<file path="src/fsae_map.svh">
// Register offsets, status bit positions, function codes and exception codes
// of the fault/status bank.
// Assumes it is included by its bare name from every design file that needs it.
`ifndef FSAE_MAP_SVH
`define FSAE_MAP_SVH

// Register numbers as seen on the serial link, bank size, reserved word value and status reset value.
`define FSAE_REG_STATUS 16'h02BC
`define FSAE_REG_RSVD 16'h02BD
`define FSAE_REG_COUNT 16'h0002
`define FSAE_RSVD_VALUE 16'h0000
`define FSAE_STATUS_RST 16'h0000

// Status bit positions.
`define FSAE_BIT_PARITY 0
`define FSAE_BIT_FRAMING 1
`define FSAE_BIT_TEMP_HI 2
`define FSAE_BIT_TEMP_LO 3
`define FSAE_BIT_MEAS_HI 4
`define FSAE_BIT_MEAS_LO 5
`define FSAE_BIT_CAL_FAIL 6
`define FSAE_BIT_NV_FAIL 7
`define FSAE_BIT_ACCEL_FAIL 8
`define FSAE_BIT_TEST_MODE 11
`define FSAE_BIT_WATCHDOG 12
`define FSAE_BIT_BROWNOUT 13

// Bits that survive a diagnostic clear: the two load failures and test mode.
`define FSAE_DIAG_KEEP_MASK 16'h08C0

// Function codes, diagnostic sub-functions, exception answers and the read quantity limit.
`define FSAE_FC_RD_HOLD 8'h03
`define FSAE_FC_RD_INPUT 8'h04
`define FSAE_FC_DIAG 8'h08
`define FSAE_SFC_RET_DIAG 16'h0002
`define FSAE_SFC_CLR_DIAG 16'h000A
`define FSAE_EXC_FLAG 8'h80
`define FSAE_EXC_NONE 8'h00
`define FSAE_EXC_FUNC 8'h01
`define FSAE_EXC_ADDR 8'h02
`define FSAE_EXC_VALUE 8'h03
`define FSAE_MAX_QTY 16'h007D

`endif

</file>
<file path="src/fsae_pkg.sv">
// Types shared by the fault/status bank and its request handler.
// Assumes nothing of its surroundings.
package fsae_pkg;

  typedef logic [15:0] fsae_word_t;

  // Handler states.
  typedef enum logic [1:0] {FSAE_IDLE, FSAE_SEND, FSAE_EXC} fsae_state_t;

  // Outcome of checking one request.
  typedef enum logic [1:0] {FSAE_DROP, FSAE_DATA, FSAE_ECHO, FSAE_FAULT} fsae_dec_t;

endpackage

</file>
<file path="src/fsae_status_bank.sv">
// Status word flip-flops: sticky fault bits, live range bits and boot causes.
// Assumes every event input is a one-cycle pulse or level from logic on ref_clk.
`timescale 1ns/1ps
`include "fsae_map.svh"

module fsae_status_bank
  import fsae_pkg::*;
(
  input wire logic ref_clk,
  input wire logic nrst,
  input wire logic parityErr,
  input wire logic framingErr,
  input wire logic overrunErr,
  input wire logic tempHigh,
  input wire logic tempLow,
  input wire logic measHigh,
  input wire logic measLow,
  input wire logic calLoadFail,
  input wire logic nvLoadFail,
  input wire logic accelFail,
  input wire logic testModeEnter,
  input wire logic testModeExitCmd,
  input wire logic wdtCause,
  input wire logic porCause,
  input wire logic commResetCoil,
  input wire logic sensorResetCoil,
  input wire logic diagClear,
  output fsae_word_t statusWord
);

  logic bootSeen_r;
  fsae_word_t status_r;
  fsae_word_t status_nxt;

  // Boot causes are caught on the first edge after reset release, never under reset.
  always_ff @(posedge ref_clk) begin
    if (!nrst) begin
      bootSeen_r <= 1'b0;
    end else begin
      bootSeen_r <= 1'b1;
    end
  end

  // Clears come first and sets after them, so an event in a clear cycle is kept.
  always_comb begin
    status_nxt = status_r;
    if (commResetCoil) begin
      status_nxt[`FSAE_BIT_PARITY] = 1'b0;
      status_nxt[`FSAE_BIT_FRAMING] = 1'b0;
    end
    if (sensorResetCoil) begin
      status_nxt[`FSAE_BIT_CAL_FAIL] = 1'b0;
      status_nxt[`FSAE_BIT_NV_FAIL] = 1'b0;
      status_nxt[`FSAE_BIT_ACCEL_FAIL] = 1'b0;
    end
    if (diagClear) begin
      status_nxt = status_nxt & `FSAE_DIAG_KEEP_MASK;
    end
    if (testModeExitCmd) begin
      status_nxt[`FSAE_BIT_TEST_MODE] = 1'b0;
    end
    status_nxt[`FSAE_BIT_PARITY] = status_nxt[`FSAE_BIT_PARITY] | parityErr;
    status_nxt[`FSAE_BIT_FRAMING] = status_nxt[`FSAE_BIT_FRAMING] | framingErr | overrunErr;
    // Range bits follow their condition, so they clear by themselves on return.
    status_nxt[`FSAE_BIT_TEMP_HI] = tempHigh;
    status_nxt[`FSAE_BIT_TEMP_LO] = tempLow;
    status_nxt[`FSAE_BIT_MEAS_HI] = measHigh;
    status_nxt[`FSAE_BIT_MEAS_LO] = measLow;
    status_nxt[`FSAE_BIT_CAL_FAIL] = status_nxt[`FSAE_BIT_CAL_FAIL] | calLoadFail;
    status_nxt[`FSAE_BIT_NV_FAIL] = status_nxt[`FSAE_BIT_NV_FAIL] | nvLoadFail;
    status_nxt[`FSAE_BIT_ACCEL_FAIL] = status_nxt[`FSAE_BIT_ACCEL_FAIL] | accelFail;
    status_nxt[`FSAE_BIT_TEST_MODE] = status_nxt[`FSAE_BIT_TEST_MODE] | testModeEnter;
    if (!bootSeen_r) begin
      status_nxt[`FSAE_BIT_WATCHDOG] = status_nxt[`FSAE_BIT_WATCHDOG] | wdtCause;
      status_nxt[`FSAE_BIT_BROWNOUT] = status_nxt[`FSAE_BIT_BROWNOUT] | porCause;
    end
  end

  // A reset is the power cycle: every bit starts clear.
  always_ff @(posedge ref_clk) begin
    if (!nrst) begin
      status_r <= `FSAE_STATUS_RST;
    end else begin
      status_r <= status_nxt;
    end
  end

  assign statusWord = status_r;

  chk_parity_set: assert property (@(posedge ref_clk) disable iff (!nrst)
    parityErr |=> statusWord[0]) else $error("parity error not flagged");
  chk_comm_clear: assert property (@(posedge ref_clk) disable iff (!nrst)
    commResetCoil && !framingErr && !overrunErr |=> !statusWord[1])
    else $error("framing bit survived comm reset");
  chk_temp_follow: assert property (@(posedge ref_clk) disable iff (!nrst)
    ##1 statusWord[2] == $past(tempHigh)) else $error("temp high bit lags");
  chk_temp_low: assert property (@(posedge ref_clk) disable iff (!nrst)
    ##1 statusWord[3] == $past(tempLow)) else $error("temp low bit lags");
  chk_cal_keep: assert property (@(posedge ref_clk) disable iff (!nrst)
    statusWord[6] && !sensorResetCoil |=> statusWord[6]) else $error("cal fail bit lost");
  chk_accel_set: assert property (@(posedge ref_clk) disable iff (!nrst)
    accelFail |=> statusWord[8]) else $error("accel fail not flagged");
  chk_test_hold: assert property (@(posedge ref_clk) disable iff (!nrst)
    statusWord[11] && !testModeExitCmd |=> statusWord[11]) else $error("test bit dropped");
  chk_boot_cause: assert property (@(posedge ref_clk) disable iff (!nrst)
    !bootSeen_r && porCause |=> statusWord[13] && bootSeen_r) else $error("brownout missed");

endmodule

</file>
<file path="src/fsae_fault_status.sv">
// Fault/status bank with its request checker: serves status reads, the
// diagnostic read and clear, and answers malformed accesses with exceptions.
// Assumes a frame parser on ref_clk that has checked CRC and routed the
// request here, and a transmitter that takes answer words with rspReady.
`timescale 1ns/1ps
`include "fsae_map.svh"

////////////////////////////////////////////////////////////////////////////////

// Overview of operation
// - Status word at 700, MSB first, read by 03, 04 or diagnostic 08:02.
// - Parity error sets bit 0; comm reset coil clears it.
// - Framing or overrun error sets bit 1; comm reset coil clears it.
// - Bit 2 shows temperature above calibrated maximum.
// - Bit 3 shows temperature below calibrated minimum.
// - Measurement above maximum sets bit 4 and clamps output high.
// - Measurement below minimum sets bit 5 and clamps output low.
// - Calibration table load failure sets bit 6; only reset or coil clears.
// - Settings restore failure sets bit 7; only reset or coil clears.
// - Accelerometer identify, configure or self-test failure sets bit 8.
// - Test mode sets bit 11 until the test mode exit command.
// - Restart from watchdog timeout sets bit 12.
// - Power-on or brownout start sets bit 13 until cleared.
// - Register 701 is reserved, read-only, readable by 03 and 04 only.
// - Reads beyond the bank with a valid quantity get an address exception, not data.
// - Writes to the bank get an illegal function exception.
// - Exceptions are only sent for well-formed requests.
// - Function not allowed for the range answers code 01.
// - Start or start plus quantity out of range answers code 02 when the quantity itself is valid.
// - Invalid data value, such as zero quantity, answers code 03.
// - Diagnostic 08 sub-code 10 clears the diagnostic bits.
// - Status mirrored big-endian at 200 and byte-swapped at 100.
module fsae_fault_status
  import fsae_pkg::*;
#(
  parameter int MEAS_W = 16,
  parameter logic signed [MEAS_W-1:0] MEAS_MAX = 16'sh4000,
  parameter logic signed [MEAS_W-1:0] MEAS_MIN = 16'shC000,
  parameter int TEMP_W = 16,
  parameter logic signed [TEMP_W-1:0] TEMP_MAX = 16'sh0055,
  parameter logic signed [TEMP_W-1:0] TEMP_MIN = 16'shFFD8
)
(
  input wire logic ref_clk,
  input wire logic nrst,
  input wire logic reqValid,
  output logic reqReady,
  input wire logic reqFrameOk,
  input wire logic [7:0] reqFunc,
  input wire logic [15:0] reqAddr,
  input wire logic [15:0] reqQty,
  output logic rspValid,
  input wire logic rspReady,
  output logic rspExc,
  output logic [7:0] rspFunc,
  output logic [7:0] rspExcCode,
  output fsae_word_t rspWord,
  output logic rspLast,
  input wire logic parityErr,
  input wire logic framingErr,
  input wire logic overrunErr,
  input wire logic signed [TEMP_W-1:0] tempRaw,
  input wire logic signed [MEAS_W-1:0] measRaw,
  output logic signed [MEAS_W-1:0] measOut,
  input wire logic calLoadFail,
  input wire logic nvLoadFail,
  input wire logic accelFail,
  input wire logic testModeEnter,
  input wire logic testModeExitCmd,
  input wire logic wdtCause,
  input wire logic porCause,
  input wire logic commResetCoil,
  input wire logic sensorResetCoil,
  output fsae_word_t statusWord,
  output fsae_word_t mirrorBeWord,
  output fsae_word_t mirrorLeWord
);

  ////////////////////////////////////////////////////////////////////////////////

  // Word served at an index within the bank; the reserved word reads as zero.
  function automatic fsae_word_t wordAt(input logic [15:0] idx, input fsae_word_t sw);
    return (idx == 16'h0000) ? sw : `FSAE_RSVD_VALUE;
  endfunction

  // True when every requested register lies inside the bank.
  function automatic logic inRange(input logic [15:0] addr, input logic [15:0] qty);
    logic [16:0] endAddr;
    logic [16:0] bankEnd;
    endAddr = {1'b0, addr} + {1'b0, qty};
    bankEnd = {1'b0, `FSAE_REG_STATUS} + {1'b0, `FSAE_REG_COUNT};
    return (addr >= `FSAE_REG_STATUS) && (endAddr <= bankEnd);
  endfunction

  fsae_state_t state_r;
  fsae_dec_t dec;
  logic [7:0] decCode;
  logic take;
  logic isRead;
  logic [15:0] startIdx;
  logic [15:0] idx_r;
  logic [15:0] left_r;
  logic diagClr_r;
  logic rspExc_r;
  logic [7:0] rspFunc_r;
  logic [7:0] rspExcCode_r;
  fsae_word_t rspWord_r;
  logic signed [MEAS_W-1:0] measOut_r;
  fsae_word_t mirrorBe_r;
  fsae_word_t mirrorLe_r;
  logic tempHigh;
  logic tempLow;
  logic measHigh;
  logic measLow;

  ////////////////////////////////////////////////////////////////////////////////

  // Range comparisons feed the live status bits.
  assign tempHigh = tempRaw > TEMP_MAX;
  assign tempLow = tempRaw < TEMP_MIN;
  assign measHigh = measRaw > MEAS_MAX;
  assign measLow = measRaw < MEAS_MIN;

  fsae_status_bank u_bank (
    .ref_clk(ref_clk),
    .nrst(nrst),
    .parityErr(parityErr),
    .framingErr(framingErr),
    .overrunErr(overrunErr),
    .tempHigh(tempHigh),
    .tempLow(tempLow),
    .measHigh(measHigh),
    .measLow(measLow),
    .calLoadFail(calLoadFail),
    .nvLoadFail(nvLoadFail),
    .accelFail(accelFail),
    .testModeEnter(testModeEnter),
    .testModeExitCmd(testModeExitCmd),
    .wdtCause(wdtCause),
    .porCause(porCause),
    .commResetCoil(commResetCoil),
    .sensorResetCoil(sensorResetCoil),
    .diagClear(diagClr_r),
    .statusWord(statusWord)
  );

  ////////////////////////////////////////////////////////////////////////////////

  // One request at a time: the handler only listens while idle.
  assign reqReady = (state_r == FSAE_IDLE);
  assign take = reqValid && reqReady;
  assign isRead = (reqFunc == `FSAE_FC_RD_HOLD) || (reqFunc == `FSAE_FC_RD_INPUT);
  assign startIdx = isRead ? (reqAddr - `FSAE_REG_STATUS) : 16'h0000;

  // Checks run function first, then data value, then address, as the link
  // protocol orders them; an unchecked frame never reaches the checks.
  always_comb begin
    dec = FSAE_DROP;
    decCode = `FSAE_EXC_NONE;
    if (!reqFrameOk) begin
      dec = FSAE_DROP;
    end else if (isRead) begin
      if ((reqQty == 16'h0000) || (reqQty > `FSAE_MAX_QTY)) begin
        dec = FSAE_FAULT;
        decCode = `FSAE_EXC_VALUE;
      end else if (!inRange(reqAddr, reqQty)) begin
        dec = FSAE_FAULT;
        decCode = `FSAE_EXC_ADDR;
      end else begin
        dec = FSAE_DATA;
      end
    end else if (reqFunc == `FSAE_FC_DIAG) begin
      if (reqAddr == `FSAE_SFC_RET_DIAG) begin
        dec = FSAE_DATA;
      end else if (reqAddr == `FSAE_SFC_CLR_DIAG) begin
        dec = FSAE_ECHO;
      end else begin
        dec = FSAE_FAULT;
        decCode = `FSAE_EXC_FUNC;
      end
    end else begin
      // Writes of any kind and unknown functions are refused; nothing is stored.
      dec = FSAE_FAULT;
      decCode = `FSAE_EXC_FUNC;
    end
  end

  ////////////////////////////////////////////////////////////////////////////////

  // Handler state: a word stream or one exception beat per accepted well-formed request.
  always_ff @(posedge ref_clk) begin
    if (!nrst) begin
      state_r <= FSAE_IDLE;
    end else begin
      case (state_r)
        FSAE_IDLE: begin
          if (take && (dec == FSAE_FAULT)) begin
            state_r <= FSAE_EXC;
          end else if (take && (dec != FSAE_DROP)) begin
            state_r <= FSAE_SEND;
          end
        end
        FSAE_SEND: begin
          if (rspReady && (left_r == 16'h0001)) begin
            state_r <= FSAE_IDLE;
          end
        end
        FSAE_EXC: begin
          if (rspReady) begin
            state_r <= FSAE_IDLE;
          end
        end
        default: begin
          state_r <= FSAE_IDLE;
        end
      endcase
    end
  end

  // Word index and remaining count of a read.
  always_ff @(posedge ref_clk) begin
    if (!nrst) begin
      idx_r <= 16'h0000;
      left_r <= 16'h0000;
    end else if (take && (dec == FSAE_DATA)) begin
      idx_r <= startIdx;
      left_r <= isRead ? reqQty : 16'h0001;
    end else if (take && (dec == FSAE_ECHO)) begin
      idx_r <= 16'h0000;
      left_r <= 16'h0001;
    end else if ((state_r == FSAE_SEND) && rspReady) begin
      idx_r <= idx_r + 16'h0001;
      left_r <= left_r - 16'h0001;
    end
  end

  // Answer fields; a status word is sampled from the flip-flops as it is loaded, the reserved word is zero and the echo word is reqQty.
  always_ff @(posedge ref_clk) begin
    if (!nrst) begin
      rspExc_r <= 1'b0;
      rspFunc_r <= 8'h00;
      rspExcCode_r <= `FSAE_EXC_NONE;
      rspWord_r <= 16'h0000;
    end else if (take && (dec != FSAE_DROP)) begin
      rspExc_r <= (dec == FSAE_FAULT);
      rspFunc_r <= (dec == FSAE_FAULT) ? (reqFunc | `FSAE_EXC_FLAG) : reqFunc;
      rspExcCode_r <= decCode;
      rspWord_r <= (dec == FSAE_ECHO) ? reqQty : wordAt(startIdx, statusWord);
    end else if ((state_r == FSAE_SEND) && rspReady && (left_r != 16'h0001)) begin
      rspWord_r <= wordAt(idx_r + 16'h0001, statusWord);
    end
  end

  // The diagnostic clear acts one cycle after the request is taken.
  always_ff @(posedge ref_clk) begin
    if (!nrst) begin
      diagClr_r <= 1'b0;
    end else begin
      diagClr_r <= take && (dec == FSAE_ECHO);
    end
  end

  assign rspValid = (state_r != FSAE_IDLE);
  assign rspLast = (state_r == FSAE_EXC) || ((state_r == FSAE_SEND) && (left_r == 16'h0001));
  assign rspExc = rspExc_r;
  assign rspFunc = rspFunc_r;
  assign rspExcCode = rspExcCode_r;
  assign rspWord = rspWord_r;

  ////////////////////////////////////////////////////////////////////////////////

  // Clamped output and the two mirror copies of the status word.
  always_ff @(posedge ref_clk) begin
    if (!nrst) begin
      measOut_r <= '0;
      mirrorBe_r <= 16'h0000;
      mirrorLe_r <= 16'h0000;
    end else begin
      measOut_r <= measHigh ? MEAS_MAX : (measLow ? MEAS_MIN : measRaw);
      mirrorBe_r <= statusWord;
      mirrorLe_r <= {statusWord[7:0], statusWord[15:8]};
    end
  end

  assign measOut = measOut_r;
  assign mirrorBeWord = mirrorBe_r;
  assign mirrorLeWord = mirrorLe_r;

  ////////////////////////////////////////////////////////////////////////////////

  chk_bad_frame: assert property (@(posedge ref_clk) disable iff (!nrst)
    take && !reqFrameOk |=> !rspValid) else $error("dropped frame was answered");
  chk_write_refused: assert property (@(posedge ref_clk) disable iff (!nrst)
    take && reqFrameOk && !isRead && (reqFunc != 8'h08)
    |=> rspValid && rspExc && (rspExcCode == 8'h01) && rspLast)
    else $error("write not refused with code 01");
  chk_addr_error: assert property (@(posedge ref_clk) disable iff (!nrst)
    take && reqFrameOk && isRead && (reqQty == 16'h0002) && (reqAddr == 16'h02BD)
    |=> rspExc && (rspExcCode == 8'h02)) else $error("overrun read not refused");
  chk_qty_zero: assert property (@(posedge ref_clk) disable iff (!nrst)
    take && reqFrameOk && isRead && (reqQty == 16'h0000)
    |=> rspExc && (rspExcCode == 8'h03)) else $error("zero quantity not refused");
  chk_diag_read: assert property (@(posedge ref_clk) disable iff (!nrst)
    take && reqFrameOk && (reqFunc == 8'h08) && (reqAddr == 16'h0002)
    |=> !rspExc && rspLast && (rspWord == $past(statusWord)))
    else $error("diagnostic read wrong");
  chk_diag_clear: assert property (@(posedge ref_clk) disable iff (!nrst)
    take && reqFrameOk && (reqFunc == 8'h08) && (reqAddr == 16'h000A)
    |=> diagClr_r ##1 !diagClr_r) else $error("diagnostic clear not pulsed");
  chk_clamp_high: assert property (@(posedge ref_clk) disable iff (!nrst)
    measRaw > MEAS_MAX |=> (measOut == MEAS_MAX) && statusWord[4])
    else $error("high clamp failed");
  chk_clamp_low: assert property (@(posedge ref_clk) disable iff (!nrst)
    measRaw < MEAS_MIN |=> (measOut == MEAS_MIN) && statusWord[5])
    else $error("low clamp failed");
  chk_mirror_order: assert property (@(posedge ref_clk) disable iff (!nrst)
    ##1 (mirrorBeWord == $past(statusWord))
    && (mirrorLeWord == {mirrorBeWord[7:0], mirrorBeWord[15:8]}))
    else $error("mirror words wrong");

endmodule

</file>
<file path="config.mk">
export PLATFORM = sky130hd
export DESIGN_NAME = fsae_fault_status
export DESIGN_NICKNAME = d
export VERILOG_FILES = /design/src/fsae_pkg.sv /design/src/fsae_status_bank.sv /design/src/fsae_fault_status.sv
export VERILOG_INCLUDE_DIRS = /design/src
export SDC_FILE = /design/constraint.sdc
export NUM_CORES = 1
export LEC_CHECK = 0
export CAP_MARGIN = 10
export CORE_MARGIN = 4
export CORE_UTILIZATION = 40
export DETAILED_ROUTE_END_ITERATION = 7
export DONT_BUFFER_PORTS = 1
export PLACE_DENSITY = 0.59
export SYNTH_ARGS = -nofsm -noshare
export SYNTH_HDL_FRONTEND = slang
export SYNTH_SLANG_ARGS = --single-unit
export TNS_END_PERCENT = 20
</file>
<file path="constraint.sdc">
create_clock -name ref_clk -period 7.9 [get_ports ref_clk]
set_clock_uncertainty 0.05 [all_clocks]
set_input_delay 0.79 -clock ref_clk [delete_from_list [all_inputs] [get_ports ref_clk]]
set_output_delay 0.79 -clock ref_clk [all_outputs]
set_load 0.02 [all_outputs]
</file>
==> implementation parameters <==
Parameter                              Value

Run status
  Status    finished, final reports clean

Placed design
  Pre-CTS WS    3.88 ns
  Detailed placer's ending HPWL    14600 um
  Instance count after placement with tap cells included    979
  Number of port buffers    0
  Weighted congestion reported at the end of routability-driven placement    0.965

Floorplan
  Floorplan Core Area    15800 um2
  Row count    46
  Die Height    135 um
  I/O pin count    189
  Width of the die    135 um
  Die outline area    18200 um2
  Initial Util    0.408

Worst setup path
  Sum of buffers and inverters on the critical path    1
  Timing startpoint of the critical path    reqAddr[0]
  R2r setup slk    4.64 ns
  Count of cell instances traversed by the critical path    12
  Sort of element at the end of the critical path    flop
  Depth of the most critical reg-to-reg path    7
  Slowest Stage Delay on Critical Path    0.65 ns
  CP arrival    3.98 ns
  Maximum fanout count along the critical path    14
  Worst r2r src    state_r[1]
  Cells along the critical path    ha_1 -> inv_1 -> fa_1 -> nand2b_1 -> a21oi_1 -> o2111a_1 -> o21ai_0 -> o2111a_1 -> a31oi_1 -> nand4_1 -> o31a_1 -> nor4_1
  Family of cells with the greatest summed delay on the critical path    compound AO/OA/AOI/OAI gates
  Crit-path slowest cell    sky130_fd_sc_hd__nand4_1
  Kind of launch point of the worst setup path    input pin
  Data required time of the worst path    8.11 ns
  Most common cell type on the critical path    sky130_fd_sc_hd__o2111a_1
  Critical path class    input pin to flop

Finish
  Final net count    887
  Final non-filler cell total    995
  Footprint of the multi-input gates    3990 um2
  Antenna diode count    0
  Sequential cell area    2060 um2
  Layout fillers    1623
  Commonest non-fill, non-tap cells in the layout    sky130_fd_sc_hd__dfxtp_1, sky130_fd_sc_hd__nor2_1, sky130_fd_sc_hd__nand2_1
  Most common cell after layout, fill and taps aside    sky130_fd_sc_hd__dfxtp_1
  Layout cells sized above 1    0.0693
  Synth-to-layout area growth    4.46%

Power and ir drop
  Leak pwr    2.52 nW
  Part of the power in registers    0.471
  Final Power    0.00124 W
  Power per standard cell area    184 nW/um2
  Power spent charging and discharging nets    0.000389 W
  Internal Dissipation    0.000848 W
  Switching share of power    0.315
  Clock group share of total power    0.369
  Combinational Power Share    0.160
  Worst VDD drop    0.000151 V

Timing
  Worst Setup Slack, final    4.13 ns
  Relative slew slack    0.270
  Final setup violating endpoints    0
  Setup tns final    0 ns
  Worst Max-Slew Pin Slew    1.09 ns
  Final max-slew violation count    0
  Tcrit/Tclk final    0.477
  Number of failing hold endpoints at the final stage    0
  Fin crit period    3.77 ns
  Setup repair after global routing missed its margin    no
  Peak clock frequency supported by timing    0.265 GHz
  Worst hold slack across all endpoints    0.404 ns

Min path
  Count of cells along the worst hold path    0
  Classification of the worst-slack hold path    input pin to flop
  Startpoint of the lowest-slack hold path    nrst

Routing
  Via count    5778
  Drt initial violations    335
  First-pass DRT Iterations    5
  Total Wirelength    18700 um
  Antenna Nets Post-Route    0
  Vias per inst    5.81
  Drt drc    0
  WL/cell    18.8 um

Logic synthesis
  Fraction of the mapped netlist area in compound gates    0.186
  Number of flip-flops and latches in the synthesized netlist    103
  Async S/R FF share, synth    0
  Largest family of logic cells by synthesized area    simple AND/OR/NAND/NOR gates
  Netlist area before placement    6450 um2
  Multiplexer share of the synthesized area    0.0116
  Share of the yosys chip area belonging to registers    0.320
  Mean area per synthesized cell    7.96 um2
  Commonest register cell after synthesis    sky130_fd_sc_hd__dfxtp_1
  Yosys warns    0
  Number of different library cells in the post-synthesis netlist    77
  Cell count after synthesis    810
  Post-synthesis share of cell area spent on and, or, nand and nor gates    0.299
  Adder-Cell Fraction of Synth Area    0.0477
  EDFF count, synth    0
  Parity-gate share of the synthesized area counting xor and xnor cells    0.0638

CTS
  Clock-pin slew on the worst setup and hold paths    0.08 ns
  Clk Latency, worst-skew pair    0.35 ns
  Post-CTS resize count    0
  Deepest level of the CTS H-tree    3
  Count of hold buffers inserted by post-cts repair    0
  Max Buffers Root-to-Sink    2
  Number of clock buffers inserted by TritonCTS    9
  Root cell of the clock tree    sky130_fd_sc_hd__clkbuf_16
  Clk sink count    103
  # Post-CTS Setup Buffers    0
  Clock tree from TritonCTS    built

GRT
  Global-route total usage across every layer    0.203
  Maximum number of pins on one net before global-route repair    37
  GRT Residual Overflow    0
  Vias in the first global route    5427
  Number of antenna violations at the first check in global routing    0
  Wire length of the first global-routing pass    29500 um

Run
  Number of maximum-capacitance constraint violations    0
sequential cells by signal, indices dropped and copies added (netlist names):
register,count
diagClr_r,1
idx_r,16
left_r,16
measOut,16
mirrorBeWord,1
mirrorLeWord,11
rspExc,1
rspExcCode,2
rspFunc,8
rspWord,16
state_r,2
u_bank.bootSeen_r,1
u_bank.statusWord,12
worst paths after layout:
check	end
hold / removal	u_bank.bootSeen_r
setup / recovery	idx_r[2]
hold reg to reg	state_r[0]
setup reg to reg	idx_r[2]
final cells by class:
type,instances,share of cell area
multi-input combinational,635,0.592
sequential,103,0.306
tap,216,0.0401
clock buffer,9,0.0334
clock inverter,7,0.0132
inverter,22,0.0123
timing repair buffer,3,0.00334
synthesized netlist by cell type (19+ instances only):
| cell | number | area [um2] |
|---|---|---|
| sky130_fd_sc_hd__a21oi_1 | 52 | 260 |
| sky130_fd_sc_hd__a31oi_1 | 20 | 125 |
| sky130_fd_sc_hd__and2_1 | 30 | 188 |
| sky130_fd_sc_hd__buf_4 | 31 | 233 |
| sky130_fd_sc_hd__clkbuf_1 | 24 | 90.1 |
| sky130_fd_sc_hd__dfxtp_1 | 103 | 2060 |
| sky130_fd_sc_hd__ha_1 | 23 | 288 |
| sky130_fd_sc_hd__inv_1 | 21 | 78.8 |
| sky130_fd_sc_hd__nand2_1 | 78 | 293 |
| sky130_fd_sc_hd__nand3_1 | 32 | 160 |
| sky130_fd_sc_hd__nor2_1 | 86 | 323 |
| sky130_fd_sc_hd__nor3_1 | 30 | 150 |
| sky130_fd_sc_hd__nor4_1 | 19 | 119 |
| sky130_fd_sc_hd__xnor2_1 | 31 | 272 |
worst register-to-register path: stages (launching register included):
cell	delay, ns
sky130_fd_sc_hd__dfxtp_1	0.34
sky130_fd_sc_hd__nor2_1	0.60
sky130_fd_sc_hd__nand3_1	0.33
sky130_fd_sc_hd__or2_1	0.36
sky130_fd_sc_hd__nor2_1	0.11
sky130_fd_sc_hd__nand4_1	0.64
sky130_fd_sc_hd__o31a_1	0.51
sky130_fd_sc_hd__nor4_1	0.23
per-stage QoR:
stage | util | area, um2
after floorplan | - | 6510
after global placement | 0.406 | 6420
after detailed placement | 0.406 | 6420
after CTS | 0.426 | 6740
after global routing | 0.426 | 6740
final | 0.426 | 6740
metal layers:
| metal | GRT usage | share of wire |
|---|---|---|
| met1 | 0.257 | 0.41 |
| met4 | 0.0817 | 0.038 |
| met5 | 0 | 0 |
| met3 | 0.0630 | 0.086 |
| met2 | 0.322 | 0.46 |
power groups by stage:
stage               sequential [W]  combinational [W]  clock, W
floorplan                 0.000586           0.000178         0
global placement          0.000596           0.000195         0
detailed placement        0.000595           0.000196         0
CTS                       0.000583           0.000197  0.000469
global route              0.000586           0.000221  0.000489
finish                    0.000583           0.000198  0.000457
logic make-up after synthesis:
family / count (synthesis)
flip-flops: 103
buffers and inverters: 89
AND/OR/NAND/NOR: 365
XOR/XNOR: 47
multiplexers: 7
adder cells (fa/ha/maj): 24
other: 1
AO/OA/AOI/OAI: 174
Power figures use the tool's default switching activity.
